### src/protect_irq_regs.svh
// Register offsets, bit positions and fixed codes of the irq block.
// Assumes inclusion by bare name from every file that needs them.
`ifndef PROTECT_IRQ_REGS_SVH
`define PROTECT_IRQ_REGS_SVH

// Register offsets on the serial control bus
`define OFF_IRQ_ENABLE 8'hc6
`define OFF_IRQ_STATUS 8'hc7
`define OFF_IDENT_0    8'hf0
`define OFF_IDENT_1    8'hf1
`define OFF_IDENT_2    8'hf2
`define OFF_IDENT_3    8'hf3
`define OFF_IDENT_4    8'hf4
`define OFF_IDENT_5    8'hf5

// Reset values
`define RST_IRQ_ENABLE 8'h00
`define RST_IRQ_STATUS 7'h00

// Bit 0 of both registers is the global bit; bits 7:1 are the sources
`define GLOBAL_BIT     0

// Identification codes; values are arbitrary
`define IDENT_0        8'h61
`define IDENT_1        8'h62
`define IDENT_2_YES    8'h63
`define IDENT_2_NO     8'h64
`define IDENT_3        8'h66
`define IDENT_4        8'h67
`define IDENT_5        8'h68
`define IDENT_NONE     8'h00

// Serial bus framing and default target address (value arbitrary)
`define BYTE_BITS      4'h8
`define LAST_TX_BIT    4'h7
`define DEV_ADDR       7'h2c

`endif

### src/protect_irq_pkg.sv
// Types shared by the content-protection interrupt block.
// Assumes nothing beyond a SystemVerilog compiler.
package protect_irq_pkg;

  // Single-cycle events from the authentication engine
  typedef struct packed {
    logic indirect_done;
    logic key_list_ready;
    logic rx_key_ready;
    logic auth_fail;
    logic auth_ok;
  } protect_events_type;

  // Sticky flags, ordered as status bits 7 down to 1
  typedef struct packed {
    logic indirect_done;
    logic rx_found;
    logic remote_irq;
    logic key_list_ready;
    logic rx_key_ready;
    logic auth_fail;
    logic auth_ok;
  } status_flags_type;

  // Serial bus target states, one-hot
  typedef enum logic [5:0] {
    BUS_IDLE  = 6'b000001,
    BUS_ADDR  = 6'b000010,
    BUS_ACK   = 6'b000100,
    BUS_RX    = 6'b001000,
    BUS_TX    = 6'b010000,
    BUS_TXACK = 6'b100000
  } bus_state_type;

endpackage

### src/pin_filter.sv
// Three-stage input synchroniser with agreement filter.
// Assumes asynchronous inputs; output changes once stages two and three agree.
`timescale 1ns/1ps
module pin_filter #(
  parameter int              WIDTH = 1,
  parameter logic [WIDTH-1:0] INIT = '1
) (
  // Clock and reset
  input  wire logic             clk,
  input  wire logic             reset,
  // Pins in, filtered levels out
  input  wire logic [WIDTH-1:0] raw,
  output logic      [WIDTH-1:0] clean
);
  logic [WIDTH-1:0] stage1_reg, stage2_reg, stage3_reg, clean_reg;
  logic [WIDTH-1:0] clean_next;

  // Stage one feeds only stage two, so it never reaches decision logic
  always_comb begin
    clean_next = clean_reg;
    for (int i = 0; i < WIDTH; i++) begin
      if (stage2_reg[i] == stage3_reg[i]) begin
        clean_next[i] = stage3_reg[i];
      end
    end
  end

  always_ff @(posedge clk) begin
    if (reset) begin
      stage1_reg <= INIT;
      stage2_reg <= INIT;
      stage3_reg <= INIT;
      clean_reg  <= INIT;
    end else begin
      stage1_reg <= raw;
      stage2_reg <= stage1_reg;
      stage3_reg <= stage2_reg;
      clean_reg  <= clean_next;
    end
  end

  assign clean = clean_reg;
endmodule

### src/ident_rom.sv
// Read-only identification bytes with registered read data.
// Assumes the address is held stable for a cycle before use.
`timescale 1ns/1ps
`include "protect_irq_regs.svh"
module ident_rom #(
  parameter logic CAPABLE = 1'b1
) (
  // Clock and reset
  input  wire logic       clk,
  input  wire logic       reset,
  // Lookup
  input  wire logic [7:0] addr,
  output logic      [7:0] data
);
  logic [7:0] data_reg, data_next;

  // Third byte tells whether content protection is fitted
  always_comb begin
    unique case (addr)
      `OFF_IDENT_0: data_next = `IDENT_0;
      `OFF_IDENT_1: data_next = `IDENT_1;
      `OFF_IDENT_2: data_next = CAPABLE ? `IDENT_2_YES : `IDENT_2_NO;
      `OFF_IDENT_3: data_next = `IDENT_3;
      `OFF_IDENT_4: data_next = `IDENT_4;
      `OFF_IDENT_5: data_next = `IDENT_5;
      default:      data_next = `IDENT_NONE;
    endcase
  end

  always_ff @(posedge clk) begin
    if (reset) begin
      data_reg <= `IDENT_NONE;
    end else begin
      data_reg <= data_next;
    end
  end

  assign data = data_reg;
endmodule

### src/content_protect_irq_ctrl.sv
// Content-protection interrupt enable/status block with serial bus target.
// Assumes event pulses come from logic on clk; bus pins and the remote
// interrupt pin are asynchronous and are filtered here.
// Function
// - Enable bit 7 lets indirect access completion raise an interrupt.
// - Enable bit 6: receiver detect, held until lock if selected.
// - Enable bit 5 lets a forwarded receiver interrupt reach the host.
// - Enable bit 4 lets key list ready raise an interrupt.
// - Enable bit 3 lets receiver key ready raise an interrupt.
// - Enable bit 2 covers authentication failure and later loss.
// - Enable bit 1 lets authentication pass raise an interrupt.
// - Enable bit 0 globally gates the interrupt output.
// - Status bit 7 shows indirect access completed.
// - Status bit 6 shows a downstream receiver was detected.
// - Status bit 5 shows a forwarded downstream interrupt request.
// - Status bit 4 shows the key list is ready to read.
// - Status bit 3 shows the receiver key is ready to read.
// - Status bit 2 shows authentication failed or was lost.
// - Status bit 1 shows authentication passed.
// - Status bit 0 is the OR of all enabled status flags.
// - Six read-only ident bytes; third byte tells protection support.
// - Remote interrupt pin is active low; zero means pending.
`timescale 1ns/1ps
`include "protect_irq_regs.svh"
module content_protect_irq_ctrl
  import protect_irq_pkg::*;
#(
  parameter logic PROTECT_CAPABLE = 1'b1
) (
  // Clock and reset
  input  wire logic               clk,
  input  wire logic               reset,
  // Serial control bus pins, open drain
  input  wire logic               scl_in,
  input  wire logic               sda_in,
  output logic                    sda_out,
  output logic                    sda_oe,
  // Authentication engine events and levels
  input  wire protect_events_type event_pulse,
  input  wire logic               rx_detect,
  input  wire logic               rx_lock,
  input  wire logic               detect_waits_for_lock_sel,
  // Remote receiver interrupt pin
  input  wire logic               remote_irq_in_n,
  // Interrupt to the controller
  output logic                    irq_n_out
);
  logic [2:0]       pins_clean;
  logic             scl_c, sda_c, remote_c;
  logic [7:0]       rom_data, rd_data, status_byte;
  bus_state_type    state_reg, state_next;
  logic [3:0]       cnt_reg, cnt_next;
  logic [7:0]       shift_reg, shift_next, ptr_reg, ptr_next;
  logic             rw_reg, rw_next, first_reg, first_next;
  logic             nack_reg, nack_next, oe_reg, oe_next;
  logic             scl_d_reg, sda_d_reg;
  logic             scl_rise, scl_fall, start_cond, stop_cond;
  logic             wr_stb, rd_stb, status_rd;
  logic [7:0]       enable_reg, enable_next;
  status_flags_type flags_reg, flags_next, set_vec;
  logic             detect_d_reg, detect_q, global_flag;
  logic             irq_n_reg, irq_n_next;

  // Pointer steps on every data byte written or read, not on the address or pointer byte
  function automatic logic [7:0] ptr_step(input logic [7:0] p);
    return 8'(p + 8'h01);
  endfunction

  // Bus pins and remote pin, idle high
  pin_filter #(.WIDTH(3), .INIT(3'b111)) u_pins (
    .clk   (clk),
    .reset (reset),
    .raw   ({remote_irq_in_n, sda_in, scl_in}),
    .clean (pins_clean)
  );
  assign scl_c    = pins_clean[0];
  assign sda_c    = pins_clean[1];
  assign remote_c = pins_clean[2];

  ident_rom #(.CAPABLE(PROTECT_CAPABLE)) u_ident (
    .clk   (clk),
    .reset (reset),
    .addr  (ptr_reg),
    .data  (rom_data)
  );

  // Bus edges and framing conditions
  assign scl_rise   = scl_c & ~scl_d_reg;
  assign scl_fall   = ~scl_c & scl_d_reg;
  assign start_cond = scl_c & scl_d_reg & sda_d_reg & ~sda_c;
  assign stop_cond  = scl_c & scl_d_reg & ~sda_d_reg & sda_c;

  // Read data selection by pointer
  always_comb begin
    unique case (ptr_reg)
      `OFF_IRQ_ENABLE: rd_data = enable_reg;
      `OFF_IRQ_STATUS: rd_data = status_byte;
      default:         rd_data = rom_data;
    endcase
  end

  // Bus target: address, pointer byte, then data with auto-increment
  always_comb begin
    state_next = state_reg;
    cnt_next   = cnt_reg;
    shift_next = shift_reg;
    ptr_next   = ptr_reg;
    rw_next    = rw_reg;
    first_next = first_reg;
    nack_next  = nack_reg;
    wr_stb     = 1'b0;
    rd_stb     = 1'b0;
    if (start_cond) begin
      state_next = BUS_ADDR;
      cnt_next   = 4'h0;
    end else if (stop_cond) begin
      state_next = BUS_IDLE;
    end else begin
      unique case (state_reg)
        BUS_IDLE: begin
          state_next = BUS_IDLE;
        end
        BUS_ADDR, BUS_RX: begin
          if (scl_rise) begin
            shift_next = {shift_reg[6:0], sda_c};
            cnt_next   = 4'(cnt_reg + 4'h1);
          end else if (scl_fall && cnt_reg == `BYTE_BITS) begin
            state_next = BUS_ACK;
            if (state_reg == BUS_ADDR) begin
              rw_next    = shift_reg[0];
              first_next = ~shift_reg[0];
              if (shift_reg[7:1] != `DEV_ADDR) begin
                state_next = BUS_IDLE; // Not ours: stay off the bus
              end
            end else if (first_reg) begin
              ptr_next   = shift_reg;
              first_next = 1'b0;
            end else begin
              wr_stb   = 1'b1;
              ptr_next = ptr_step(ptr_reg);
            end
          end
        end
        BUS_ACK: begin
          if (scl_fall) begin
            cnt_next = 4'h0;
            if (rw_reg) begin
              rd_stb     = 1'b1;
              shift_next = rd_data;
              ptr_next   = ptr_step(ptr_reg);
              state_next = BUS_TX;
            end else begin
              state_next = BUS_RX;
            end
          end
        end
        BUS_TX: begin
          if (scl_fall) begin
            if (cnt_reg == `LAST_TX_BIT) begin
              state_next = BUS_TXACK;
            end else begin
              shift_next = {shift_reg[6:0], 1'b0};
              cnt_next   = 4'(cnt_reg + 4'h1);
            end
          end
        end
        BUS_TXACK: begin
          if (scl_rise) begin
            nack_next = sda_c;
          end else if (scl_fall) begin
            if (nack_reg) begin
              state_next = BUS_IDLE; // Master ends the read
            end else begin
              rd_stb     = 1'b1;
              shift_next = rd_data;
              ptr_next   = ptr_step(ptr_reg);
              cnt_next   = 4'h0;
              state_next = BUS_TX;
            end
          end
        end
        default: begin
          state_next = BUS_IDLE;
        end
      endcase
    end
    // Registered drive avoids glitches on the shared data line
    oe_next = (state_next == BUS_ACK) |
              ((state_next == BUS_TX) & ~shift_next[7]);
  end

  always_ff @(posedge clk) begin
    if (reset) begin
      state_reg <= BUS_IDLE;
      cnt_reg   <= 4'h0;
      shift_reg <= 8'h00;
      ptr_reg   <= 8'h00;
      rw_reg    <= 1'b0;
      first_reg <= 1'b0;
      nack_reg  <= 1'b1;
      oe_reg    <= 1'b0;
      scl_d_reg <= 1'b1;
      sda_d_reg <= 1'b1;
    end else begin
      state_reg <= state_next;
      cnt_reg   <= cnt_next;
      shift_reg <= shift_next;
      ptr_reg   <= ptr_next;
      rw_reg    <= rw_next;
      first_reg <= first_next;
      nack_reg  <= nack_next;
      oe_reg    <= oe_next;
      scl_d_reg <= scl_c;
      sda_d_reg <= sda_c;
    end
  end

  assign sda_out = 1'b0;
  assign sda_oe  = oe_reg;

  // Event sources; detect may be held back until the receiver locks
  assign detect_q = rx_detect &
                    (~detect_waits_for_lock_sel | rx_lock);
  always_comb begin
    set_vec.indirect_done  = event_pulse.indirect_done;
    set_vec.rx_found       = detect_q & ~detect_d_reg;
    set_vec.remote_irq     = ~remote_c;
    set_vec.key_list_ready = event_pulse.key_list_ready;
    set_vec.rx_key_ready   = event_pulse.rx_key_ready;
    set_vec.auth_fail      = event_pulse.auth_fail;
    set_vec.auth_ok        = event_pulse.auth_ok;
  end

  // Global bit: each source gated by its enable
  assign global_flag = |(flags_reg & enable_reg[7:1]);
  assign status_byte = {flags_reg, global_flag};
  assign status_rd   = rd_stb & (ptr_reg == `OFF_IRQ_STATUS);

  // Flags and enables; a new event in the clearing read's cycle survives
  always_comb begin
    flags_next  = status_rd ? status_flags_type'(`RST_IRQ_STATUS)
                            : flags_reg;
    flags_next  = flags_next | set_vec;
    enable_next = enable_reg;
    if (wr_stb && ptr_reg == `OFF_IRQ_ENABLE) begin
      enable_next = shift_reg;
    end
    irq_n_next = ~(global_flag & enable_reg[`GLOBAL_BIT]);
  end

  always_ff @(posedge clk) begin
    if (reset) begin
      flags_reg    <= status_flags_type'(`RST_IRQ_STATUS);
      enable_reg   <= `RST_IRQ_ENABLE;
      detect_d_reg <= 1'b0;
      irq_n_reg    <= 1'b1;
    end else begin
      flags_reg    <= flags_next;
      enable_reg   <= enable_next;
      detect_d_reg <= detect_q;
      irq_n_reg    <= irq_n_next;
    end
  end

  assign irq_n_out = irq_n_reg;
endmodule

### config.mk
export PLATFORM = sky130hd
export DESIGN_NAME = content_protect_irq_ctrl
export DESIGN_NICKNAME = d
export VERILOG_FILES = /design/src/protect_irq_pkg.sv /design/src/pin_filter.sv /design/src/ident_rom.sv /design/src/content_protect_irq_ctrl.sv
export VERILOG_INCLUDE_DIRS = /design/src
export SDC_FILE = /design/constraint.sdc
export NUM_CORES = 1
export LEC_CHECK = 0
export BUFFER_PORTS_ARGS = -buffer_cell sky130_fd_sc_hd__buf_4
export CORE_AREA = 2 2 92 94
export DETAILED_ROUTE_END_ITERATION = 16
export DIE_AREA = 0 0 94 96
export GPL_ROUTABILITY_DRIVEN = 0
export HOLD_SLACK_MARGIN = 0.1
export REMOVE_ABC_BUFFERS = 1
export SETUP_SLACK_MARGIN = 0.2
export SYNTH_ARGS = -nofsm -noshare
export SYNTH_HDL_FRONTEND = slang
export SYNTH_SLANG_ARGS = --single-unit
### constraint.sdc
create_clock -name clk -period 5.2 [get_ports clk]
set_input_delay 1.04 -clock clk [delete_from_list [all_inputs] [get_ports clk]]
set_output_delay 1.04 -clock clk [all_outputs]
set_load 0.03 [all_outputs]
* After elaboration in Yosys (flattened, before gate mapping) *
Index checks and enable logic that the tools add are counted.
W data, S select, Z words.

word-level totals
  bits in registers = 69
  latch bits = 0
  memory bits (writable) = 0
  memory bits (read-only) = 0
  bits of input ports = 13
  output and inout port bits = 3
  memories kept = 0

operators by class
  $add $sub $neg = 2
  $mul = 0
  div/mod/pow operators = 0
  $lt $le $gt $ge = 0
  eq/ne operators = 32
  shifts and indexed selects = 0
  muxes and demuxes = 62
  bitwise gates (word level) = 29
  reduce and logical (&&, ||, !) cells = 13

operators by type and width
  kind                   number
  $mux W8                19
  $eq A8 B8 Y1 const B   8
  $mux W6                9
  $pmux W7 S6            1
  $pmux W8 S4            1
  $mux W4                7
  $pmux W6 S4            1
  $pmux W8 S3            1
  $ne A2 B2 Y1 const B   11
  $reduce_and A11 Y1     2
  $pmux W4 S4            1
  $pmux W8 S2            1
  $mux W1                15
  $not A1 Y1             13
  $and A1 B1 Y1          12
  $eq A6 B3 Y1 const B   2
  $eq A6 B5 Y1 const B   2
  $mux W5                2
  $reduce_and A9 Y1      1
  $add A8 B1 Y8 const B  1
  $and A7 B7 Y7          1
  $mux W7                1
  $ne A7 B6 Y1 const B   1
  $or A7 B7 Y7           1
  other kinds (18)       24

* Logic depth before layout (Yosys ltp) *
Gate-level depths: netlist (run 1).

  word-level depth = 12
  depth in mapped cells = 9

* By module *
From an unflattened synthesis (run 1), not the netlist that was laid out.

unflattened totals
  cell total of the unflattened synthesis = 395
  area total of the unflattened synthesis = 3328.2 µm²

by module, submodules not included
  module                    times used  cells each  area each (µm²)  sequential area each (µm²)
  content_protect_irq_ctrl  1           344         2751.4           980.9
  pin_filter                1           31          356.6            240.2
  ident_rom                 1           20          220.2            100.1

* Least setup slack after synthesis (run 1) *
OpenSTA, ideal clock, no wires.

  kind = reg2reg
  start = reg state_reg[1]
  end = reg flags_reg[5] (netlist name)
  library setup time = 0.117 ns
  arrival time = 1.970 ns
  path slack = 3.112 ns
  stages on the path, launching flop included = 8
  buffers on the path = 2
  period minus slack after synthesis = 2.088 ns
  cell sequence = dfxtp_1 -> buf_2 -> or4_1 -> clkbuf_1 -> nor3_1 -> o21a_1 -> nand3_1 -> a32o_1

between the ends
  word-level cells in the longest chain between the ends = 7
  elaborated cells between the ends (all ways) = 8
  classes of those cells = eq/ne: 2; mux: 4; bitwise: 2

ends and longest elaborated chain
  what                                          line                             RTL
  start: declaration                            content_protect_irq_ctrl.sv:51   bus_state_type state_reg, state_next;
  start signal: assignment                      content_protect_irq_ctrl.sv:205  state_reg <= state_next;
  $eq A6 B6 Y1 or $eq A6 B3 Y1 (tied branches)  content_protect_irq_ctrl.sv:119  unique case (state_reg)
  $pmux W1 S2 *                                 content_protect_irq_ctrl.sv:119
  $mux W1 *                                     content_protect_irq_ctrl.sv:116  end else if (stop_cond) begin
  $mux W1 *                                     content_protect_irq_ctrl.sv:113  if (start_cond) begin
  $and A1 B1 Y1 *                               content_protect_irq_ctrl.sv:237  assign status_rd = rd_stb & (ptr_reg == `OFF_IRQ_STATUS);
  $mux W7 *                                     content_protect_irq_ctrl.sv:241  flags_next = status_rd ? status_flags_type'(`RST_IRQ_STATUS)
  $or A7 B7 Y7 *                                content_protect_irq_ctrl.sv:243  flags_next = flags_next | set_vec;
  end signal: assignment                        content_protect_irq_ctrl.sv:253  flags_reg <= status_flags_type'(`RST_IRQ_STATUS);
  end signal: assignment                        content_protect_irq_ctrl.sv:258  flags_reg <= flags_next;
  end: declaration                              content_protect_irq_ctrl.sv:60   status_flags_type flags_reg, flags_next, set_vec;

Mark *: on every way between the ends. The rest lies on a longest branch, timed or not.
A chain may end at the register's enable or synchronous reset.

* Worst setup path in the final report (run 1) *
  start = reg state_reg[5]
  end = reg oe_reg (netlist: sda_oe)

between the ends
  word-level cells in the longest chain between the ends = 10
  elaborated cells between the ends (all ways) = 25
  classes of those cells = eq/ne: 7; mux: 14; bitwise: 3; reduce/logical: 1

ends and longest elaborated chain
  what                    line                                                              RTL
  $eq A6 B2 Y1            content_protect_irq_ctrl.sv:119, content_protect_irq_ctrl.sv:129
  $mux W3                 content_protect_irq_ctrl.sv:129                                   if (state_reg == BUS_ADDR) begin
  $mux W6                 content_protect_irq_ctrl.sv:127                                   end else if (scl_fall && cnt_reg == `BYTE_BITS) begin
  $mux W6                 content_protect_irq_ctrl.sv:124                                   if (scl_rise) begin
  $pmux W6 S4             content_protect_irq_ctrl.sv:119
  $mux W6                 content_protect_irq_ctrl.sv:116
  $mux W6                 content_protect_irq_ctrl.sv:113
  $eq A6 B5 Y1            content_protect_irq_ctrl.sv:189                                   ((state_next == BUS_TX) & ~shift_next[7]);
  $and A1 B1 Y1           content_protect_irq_ctrl.sv:189
  $or A1 B1 Y1 *          content_protect_irq_ctrl.sv:188                                   oe_next = (state_next == BUS_ACK) |
  end signal: assignment  content_protect_irq_ctrl.sv:212                                   oe_reg <= oe_next;
  end: declaration        content_protect_irq_ctrl.sv:55                                    logic nack_reg, nack_next, oe_reg, oe_next;

Marked as above.

==> reports/metrics.cfg, run 1 <==
[synthesis]
yosysTopAreaCellShare_pct=39.7
synth_enable_flop_cells=0
ys.warnings.count=0
netlist_area_um2=3320
yosys-top-cells-area=sky130_fd_sc_hd__dfxtp_1 (40%), sky130_fd_sc_hd__a21oi_1 (5.4%), sky130_fd_sc_hd__nor2_1 (4.2%)
seq_area_frac_synth_pct=39.7
post_synth_inst_count=380
avgSynthCellArea_um2=8.75
asyncSetResetFlopFracSynth_pct=0
ys_ff_latch=66
dominantRegCellSynth=sky130_fd_sc_hd__dfxtp_1
yosys.area.top_type=sky130_fd_sc_hd__dfxtp_1
netlist-cell-type-count=74

[hold_path]
timing.hold.worst_path_depth=1
worst_hold_path_type=reg -> reg

[critical_path]
reg2reg_depth=6
crit_cells=6
worst_path_dominant_cell_family=compound AO/OA/AOI/OAI gates
worst_setup_path_start_kind=flop
path_buf_inv=0
worst_endpoint_required_time_ps=5460
cp.arrival_ps=2770
timing.critical_path.slowest_stage_cell=sky130_fd_sc_hd__dfxtp_1
critical_path_peak_fanout=10
timing.critical_path.slowest_cell_delay_ps=550
cp_cell_sequence=nand2b_1 -> o2bb2ai_1 -> a221oi_1 -> nand4_1 -> a221o_1 -> a21oi_1
category_of_the_worst_setup_path_capture_point=flop
setup.worst_path.class=reg -> reg

[global_routing]
grt_pass1_vias=2615
met3_track_demand_over_resource_in_global_routing_pct=4.07
grt_max_degree=50
met2_usage_grt_pct=30.1
antenna_violations_before_repair=0
use_met1_pct=23.4
gr-max-usage-layer=met2
grt_use_total_pct=18.3
wire_length_of_the_first_global_routing_pass_mm=12.9
global_route.overflow_total=0

[clocking]
cts_buffers=9
root_buffer=sky130_fd_sc_hd__clkbuf_8
worst_setup_hold_path_clk_slew_ps=80
cts_post_setup_buffers_inserted=0
cts.repair.resized=0
numClockSinks=66
max-clock-path-buffers=2
clk_lat_worst_skew_ps=340
cts_hold_repair.buffers=0
cts_tree=done
htree_num_levels=3

[drt]
via_per_inst=5.66
post_dr_wirelength_cell_um=15.6
drt_drc_violations_left=0
detail_route.iter0.violations=129
routed-via-count=2807
drt-total-wl_mm=7.73
drt.antenna.violating_nets=0
drt_pass1_iterations=5

[sta]
setup_tns_ps=0
post-route-period-util_pct=48.1
period_minus_ws_final_ps=2500
slew-limit-headroom_pct=49.6
setup_viol=0
max_clock_freq_ghz=0.399
holdWs_ps=413
slew_viol_final=0
max_slew.worst_pin.slew_ps=750
finClkSkew_ps=10.3
report.final.hold_viol_count=0
unrepaired_setup_endpoints_after_global_routing=false

[pwr]
leakage_component_of_the_power_nw=1.29
vdd.ir_drop.worst_mv=0.190
cellPowerDensity_nw_per_um2=274

[floorplanning]
design.core.area_um2=8050
dieHeight_um=96
die_width_um=94
pin_count=16
design.die.area_um2=9020
std_cell_rows=33
start_util_pct=41.3

[layout]
antenna_cells=0
layout.nets=406
fillers=787
layout-area-overhead-vs-synth_pct=11.1
commonest_non_fill_non_tap_cell_in_the_layout=sky130_fd_sc_hd__dfxtp_1
layout-drive-gt1-share_pct=14.6
commonest_cells_after_routing_fill_and_taps_aside=sky130_fd_sc_hd__dfxtp_1 (66), sky130_fd_sc_hd__nor2_1 (37), sky130_fd_sc_hd__a21oi_1 (36), sky130_fd_sc_hd__nand2_1 (30), sky130_fd_sc_hd__buf_4 (15)

[placement]
place.port_buffers=14
place_hpwl_mm=5.49

[job]
drv_cap=0

[outcome]
outcome=completed

## final timing paths
| path | startpoint | to | slack (ps) |
|---|---|---|---|
| max | state_reg[5] | sda_oe | 2700 |
| min | u_pins.stage1_reg[0] | u_pins.stage2_reg[0] | 410 |
| max reg2reg | state_reg[5] | sda_oe | 2700 |
| min reg2reg | u_pins.stage1_reg[0] | u_pins.stage2_reg[0] | 410 |
## cells by family (layout without fill, tap and decap cells)
family	count (synthesis)	in the layout	share of synthesized area [%]
xor gates and xnor gates	5	5	1.54
DFF	66	66	39.7
adders and majority gates	6	6	2.26
muxes	14	14	4.25
other	1	1	0.113
buffers and inverters	28	39	3.76
and+or+nand+nor	154	154	26.3
AOI/OAI and AO/OA	106	106	22.0
## final cells by class
class                           count  area (um^2)  area share (%)
Clock buffer                        9          124            3.35
Inverter                            9         33.8           0.915
Tap cell                          105          131            3.56
Sequential cell                    66         1320            35.8
Clock inverter                      6         92.6            2.51
Multi-Input combinational cell    286         1880            50.8
Timing Repair Buffer               15          113            3.05
## layer usage
metal,wire [um],up-vias
li1,-,1401
met4,151,0
met5,0,-
met2,3640,53
met3,272,13
met1,3670,1340
## stage by stage
step           std cells  power (mW)  worst slack [ps]  area [um^2]  utilization (%)
3_3_place_gp         481       0.550              2770         3480             43.2
2_1_floorplan        361       0.535              3070         3230                -
4_1_cts              496        1.02              2700         3690             45.9
6_report             496        1.01              2700         3690             45.9
3_5_place_dp         481       0.551              2770         3480             43.2
5_1_grt              496        1.05              2480         3690             45.9
## Yosys cell counts (6+ instances only)
cell type and n:
sky130_fd_sc_hd__nand3_1 11, sky130_fd_sc_hd__nor2_1 37, sky130_fd_sc_hd__o21ai_0 12, sky130_fd_sc_hd__and3_1 7, sky130_fd_sc_hd__nor2b_1 7, sky130_fd_sc_hd__a21oi_1 36, sky130_fd_sc_hd__mux2i_1 13, sky130_fd_sc_hd__dfxtp_1 66
sky130_fd_sc_hd__a22oi_1 12, sky130_fd_sc_hd__inv_1 9, sky130_fd_sc_hd__clkbuf_1 11, sky130_fd_sc_hd__or2_2 12, sky130_fd_sc_hd__nor3_1 7, sky130_fd_sc_hd__nand2b_1 7, sky130_fd_sc_hd__nand2_1 30, sky130_fd_sc_hd__ha_1 6
## worst reg2reg max path: stages, from the launching register on
cell                        delay [ps]
sky130_fd_sc_hd__dfxtp_1           550
sky130_fd_sc_hd__nand2b_1          280
sky130_fd_sc_hd__o2bb2ai_1         110
sky130_fd_sc_hd__a221oi_1          450
sky130_fd_sc_hd__nand4_1           460
sky130_fd_sc_hd__a221o_1           430
sky130_fd_sc_hd__a21oi_1           150
## power by group
part	internal [mW]	total, mW	switching [mW]
combinational	0.0103	0.0223	0.0120
sequential	0.512	0.516	0.00447
clock	0.269	0.475	0.206
Note: power is estimated with default switching activity, not from simulation.
==> run 2: changes to the inputs <==
- ABC_AREA: not set -> 1
- CORE_AREA: 2 2 92 94 -> 2 2 93 95
- DIE_AREA: 0 0 94 96 -> 0 0 95 97
- clock period: 5.2 -> 2.2 ns (I/O delays scaled with it)
==> run 2 against run 1 <==
Net effect:
- worst hold slack lost 150 ps
- critical path depth up 2
- sequential share of layout area fell by 1.3 points
- clock skew increased by 4.6 ps
- power is 140% higher
- synthesized cell count increased by 27%
- sequential power rose by 140%
- combinational power grew to 2.8 times the previous value
- first-iteration DRC count is 52% higher
- die area rose by 2.1%
- register-to-register slack got worse by 2300 ps
- critical path type unchanged
- largest cell class unchanged
==> reports/metrics.cfg, run 2 <==
[synthesis]
netlist_area_um2=3350
yosysTopAreaCellShare_pct=39.4
post_synth_inst_count=483
ys.warnings.count=0
ys_ff_latch=66
asyncSetResetFlopFracSynth_pct=0
synthMostInstantiatedCell=sky130_fd_sc_hd__nand2_1
yosys-top-cells-area=sky130_fd_sc_hd__dfxtp_1 (39%), sky130_fd_sc_hd__nand2_1 (13%), sky130_fd_sc_hd__nor2_1 (9.1%)
dominantRegCellSynth=sky130_fd_sc_hd__dfxtp_1
ys_top_cells_by_count=sky130_fd_sc_hd__nand2_1 (119), sky130_fd_sc_hd__nor2_1 (81), sky130_fd_sc_hd__dfxtp_1 (66), sky130_fd_sc_hd__inv_1 (43), sky130_fd_sc_hd__a21oi_1 (31)
netlist-cell-type-count=38
avgSynthCellArea_um2=6.95
seq_area_frac_synth_pct=39.4
synth_enable_flop_cells=0
yosys.area.top_type=sky130_fd_sc_hd__dfxtp_1

[placement]
dp_worst_setup_slack_ps=232
place_hpwl_mm=5.87
placed_cell_area_um2=3590
place.port_buffers=14

[sta]
post-route-period-util_pct=83.5
max_slew.worst_pin.slew_ps=503
slew-limit-headroom_pct=66.4
worst_slack_ps=364
finClkSkew_ps=14.8
period_minus_ws_final_ps=1840
unrepaired_setup_endpoints_after_global_routing=false
report.final.hold_viol_count=0
setup_viol=0
slew_viol_final=0
max_clock_freq_ghz=0.545
setup_tns_ps=0

[critical_path]
cp_cell_sequence=nor2_2 -> nand3_2 -> nand2_4 -> nor2_1 -> nor2_1 -> nand2_1 -> nand2_1 -> a21oi_1
critical_path.startpoint=state_reg[3]
worst_path_dominant_cell_family=simple AND/OR/NAND/NOR gates
path_buf_inv=0
timing.critical_path.slowest_cell_delay_ps=350
worst_setup_path_start_kind=flop
category_of_the_worst_setup_path_capture_point=flop
critical_path_peak_fanout=8
cp.arrival_ps=2080
timing.critical_path.slowest_stage_cell=sky130_fd_sc_hd__dfxtp_1
setup.worst_path.class=reg -> reg
beginning_of_the_worst_register_to_register_path=state_reg[3]
worst_endpoint_required_time_ps=2450

[layout]
layout.cell_area.non_filler_um2=3830
fillers=827
layout-area-overhead-vs-synth_pct=14.3
commonest_non_fill_non_tap_cell_in_the_layout=sky130_fd_sc_hd__nand2_1
layout-drive-gt1-share_pct=14.8
layout.nets=527
multiInputGateArea_um2=1820
final-seq-area_um2=1320
commonest_cells_after_routing_fill_and_taps_aside=sky130_fd_sc_hd__nand2_1 (118), sky130_fd_sc_hd__nor2_1 (81), sky130_fd_sc_hd__dfxtp_1 (66), sky130_fd_sc_hd__inv_1 (43), sky130_fd_sc_hd__a21oi_1 (31)
antenna_cells=0

[pwr]
vdd.ir_drop.worst_mv=0.247
cellPowerDensity_nw_per_um2=631
leakage_component_of_the_power_nw=1.67

[job]
drv_cap=0

[drt]
post_dr_wirelength_cell_um=13.0
drt.antenna.violating_nets=0
via_per_inst=5.04
drt_pass1_iterations=4
routed-via-count=3115
detail_route.iter0.violations=196
drt-total-wl_mm=8.02
drt_drc_violations_left=0

[floorplanning]
pin_count=16
design.die.area_um2=9220
design.core.area_um2=8130
die_width_um=95
start_util_pct=41.2
dieHeight_um=97
std_cell_rows=33

[clocking]
worst_setup_hold_path_clk_slew_ps=80
htree_num_levels=3
numClockSinks=66
root_buffer=sky130_fd_sc_hd__clkbuf_8
max-clock-path-buffers=2
cts_tree=done
clk_lat_worst_skew_ps=360
cts_buffers=9

[global_routing]
wire_length_of_the_first_global_routing_pass_mm=13.4
antenna_violations_before_repair=0
global_route.overflow_total=0
grt_pass1_vias=2920
grt_max_degree=22
grt_use_total_pct=18.7

[hold_path]
hold_path.startpoint=remote_irq_in_n
worst_hold_path_type=in -> reg

[outcome]
outcome=completed

-- run 2: cell families (layout without fill, tap and decap cells) --
kind of cell    Yosys count  after routing  share of synthesized area, %
buf+inv                  55             85                          6.34
other cells               1              1                         0.112
simple gates            278            278                          38.8
flops                    66             66                          39.4
compound gates           73             73                          12.0
xor+xnor                  4              4                          1.04
fa+ha+maj                 6              6                          2.24
-- run 2: layout make-up --
class,count,share of cell area (%)
inverter,48,4.77
multi-input combinational,362,47.6
clock inverter,6,2.35
clock buffer,10,3.33
tap,105,3.43
sequential,66,34.5
timing repair buffer,21,4.11
-- run 2: layer usage --
metal | up-vias | part of all wire, % | GRT usage [%] | routed length (um)
li1 | 1606 | - | - | -
met2 | 76 | 44 | 27.7 | 3530
met1 | 1420 | 50 | 25.6 | 3980
met4 | 0 | 2.1 | 9.25 | 170
met5 | - | 0 | 0 | 0
met3 | 13 | 4.2 | 3.58 | 337
-- run 2: final timing paths --
kind,to,depth (start not counted),slack [ps]
setup / recovery,cnt_reg[0],8,360
hold / removal,u_pins.stage1_reg[2],2,260
setup reg to reg,cnt_reg[0],8,360
hold reg to reg,u_pins.stage2_reg[1],1,400
-- run 2: through the flow --
stage	utilization (%)	power [mW]	instances	hold slack, ps
6_report	47.1	2.42	618	260
5_1_grt	47.1	2.52	618	253
4_1_cts	46.8	2.45	615	249
3_5_place_dp	44.1	1.31	599	398
3_3_place_gp	44.1	1.31	599	394
2_1_floorplan	-	1.27	476	389
-- run 2: repair_timing --
item / 4_1_cts / 5_1_grt
resized for setup: 0 / 1
hold buffers: 0 / 0
setup buffers: 0 / 3
endpoints found under the setup margin: 0 / 8
-- run 2: worst reg2reg max path, delay by kind of cell, from the launching register on --
family	cells	cell delay (ps)
flops	1	350
compound gates	1	60
simple gates	7	1320
-- run 2: power breakdown --
group          switching, mW  total (mW)  internal [mW]
registers            0.00924        1.22           1.21
clock network          0.495        1.14          0.642
logic                 0.0351      0.0630         0.0278
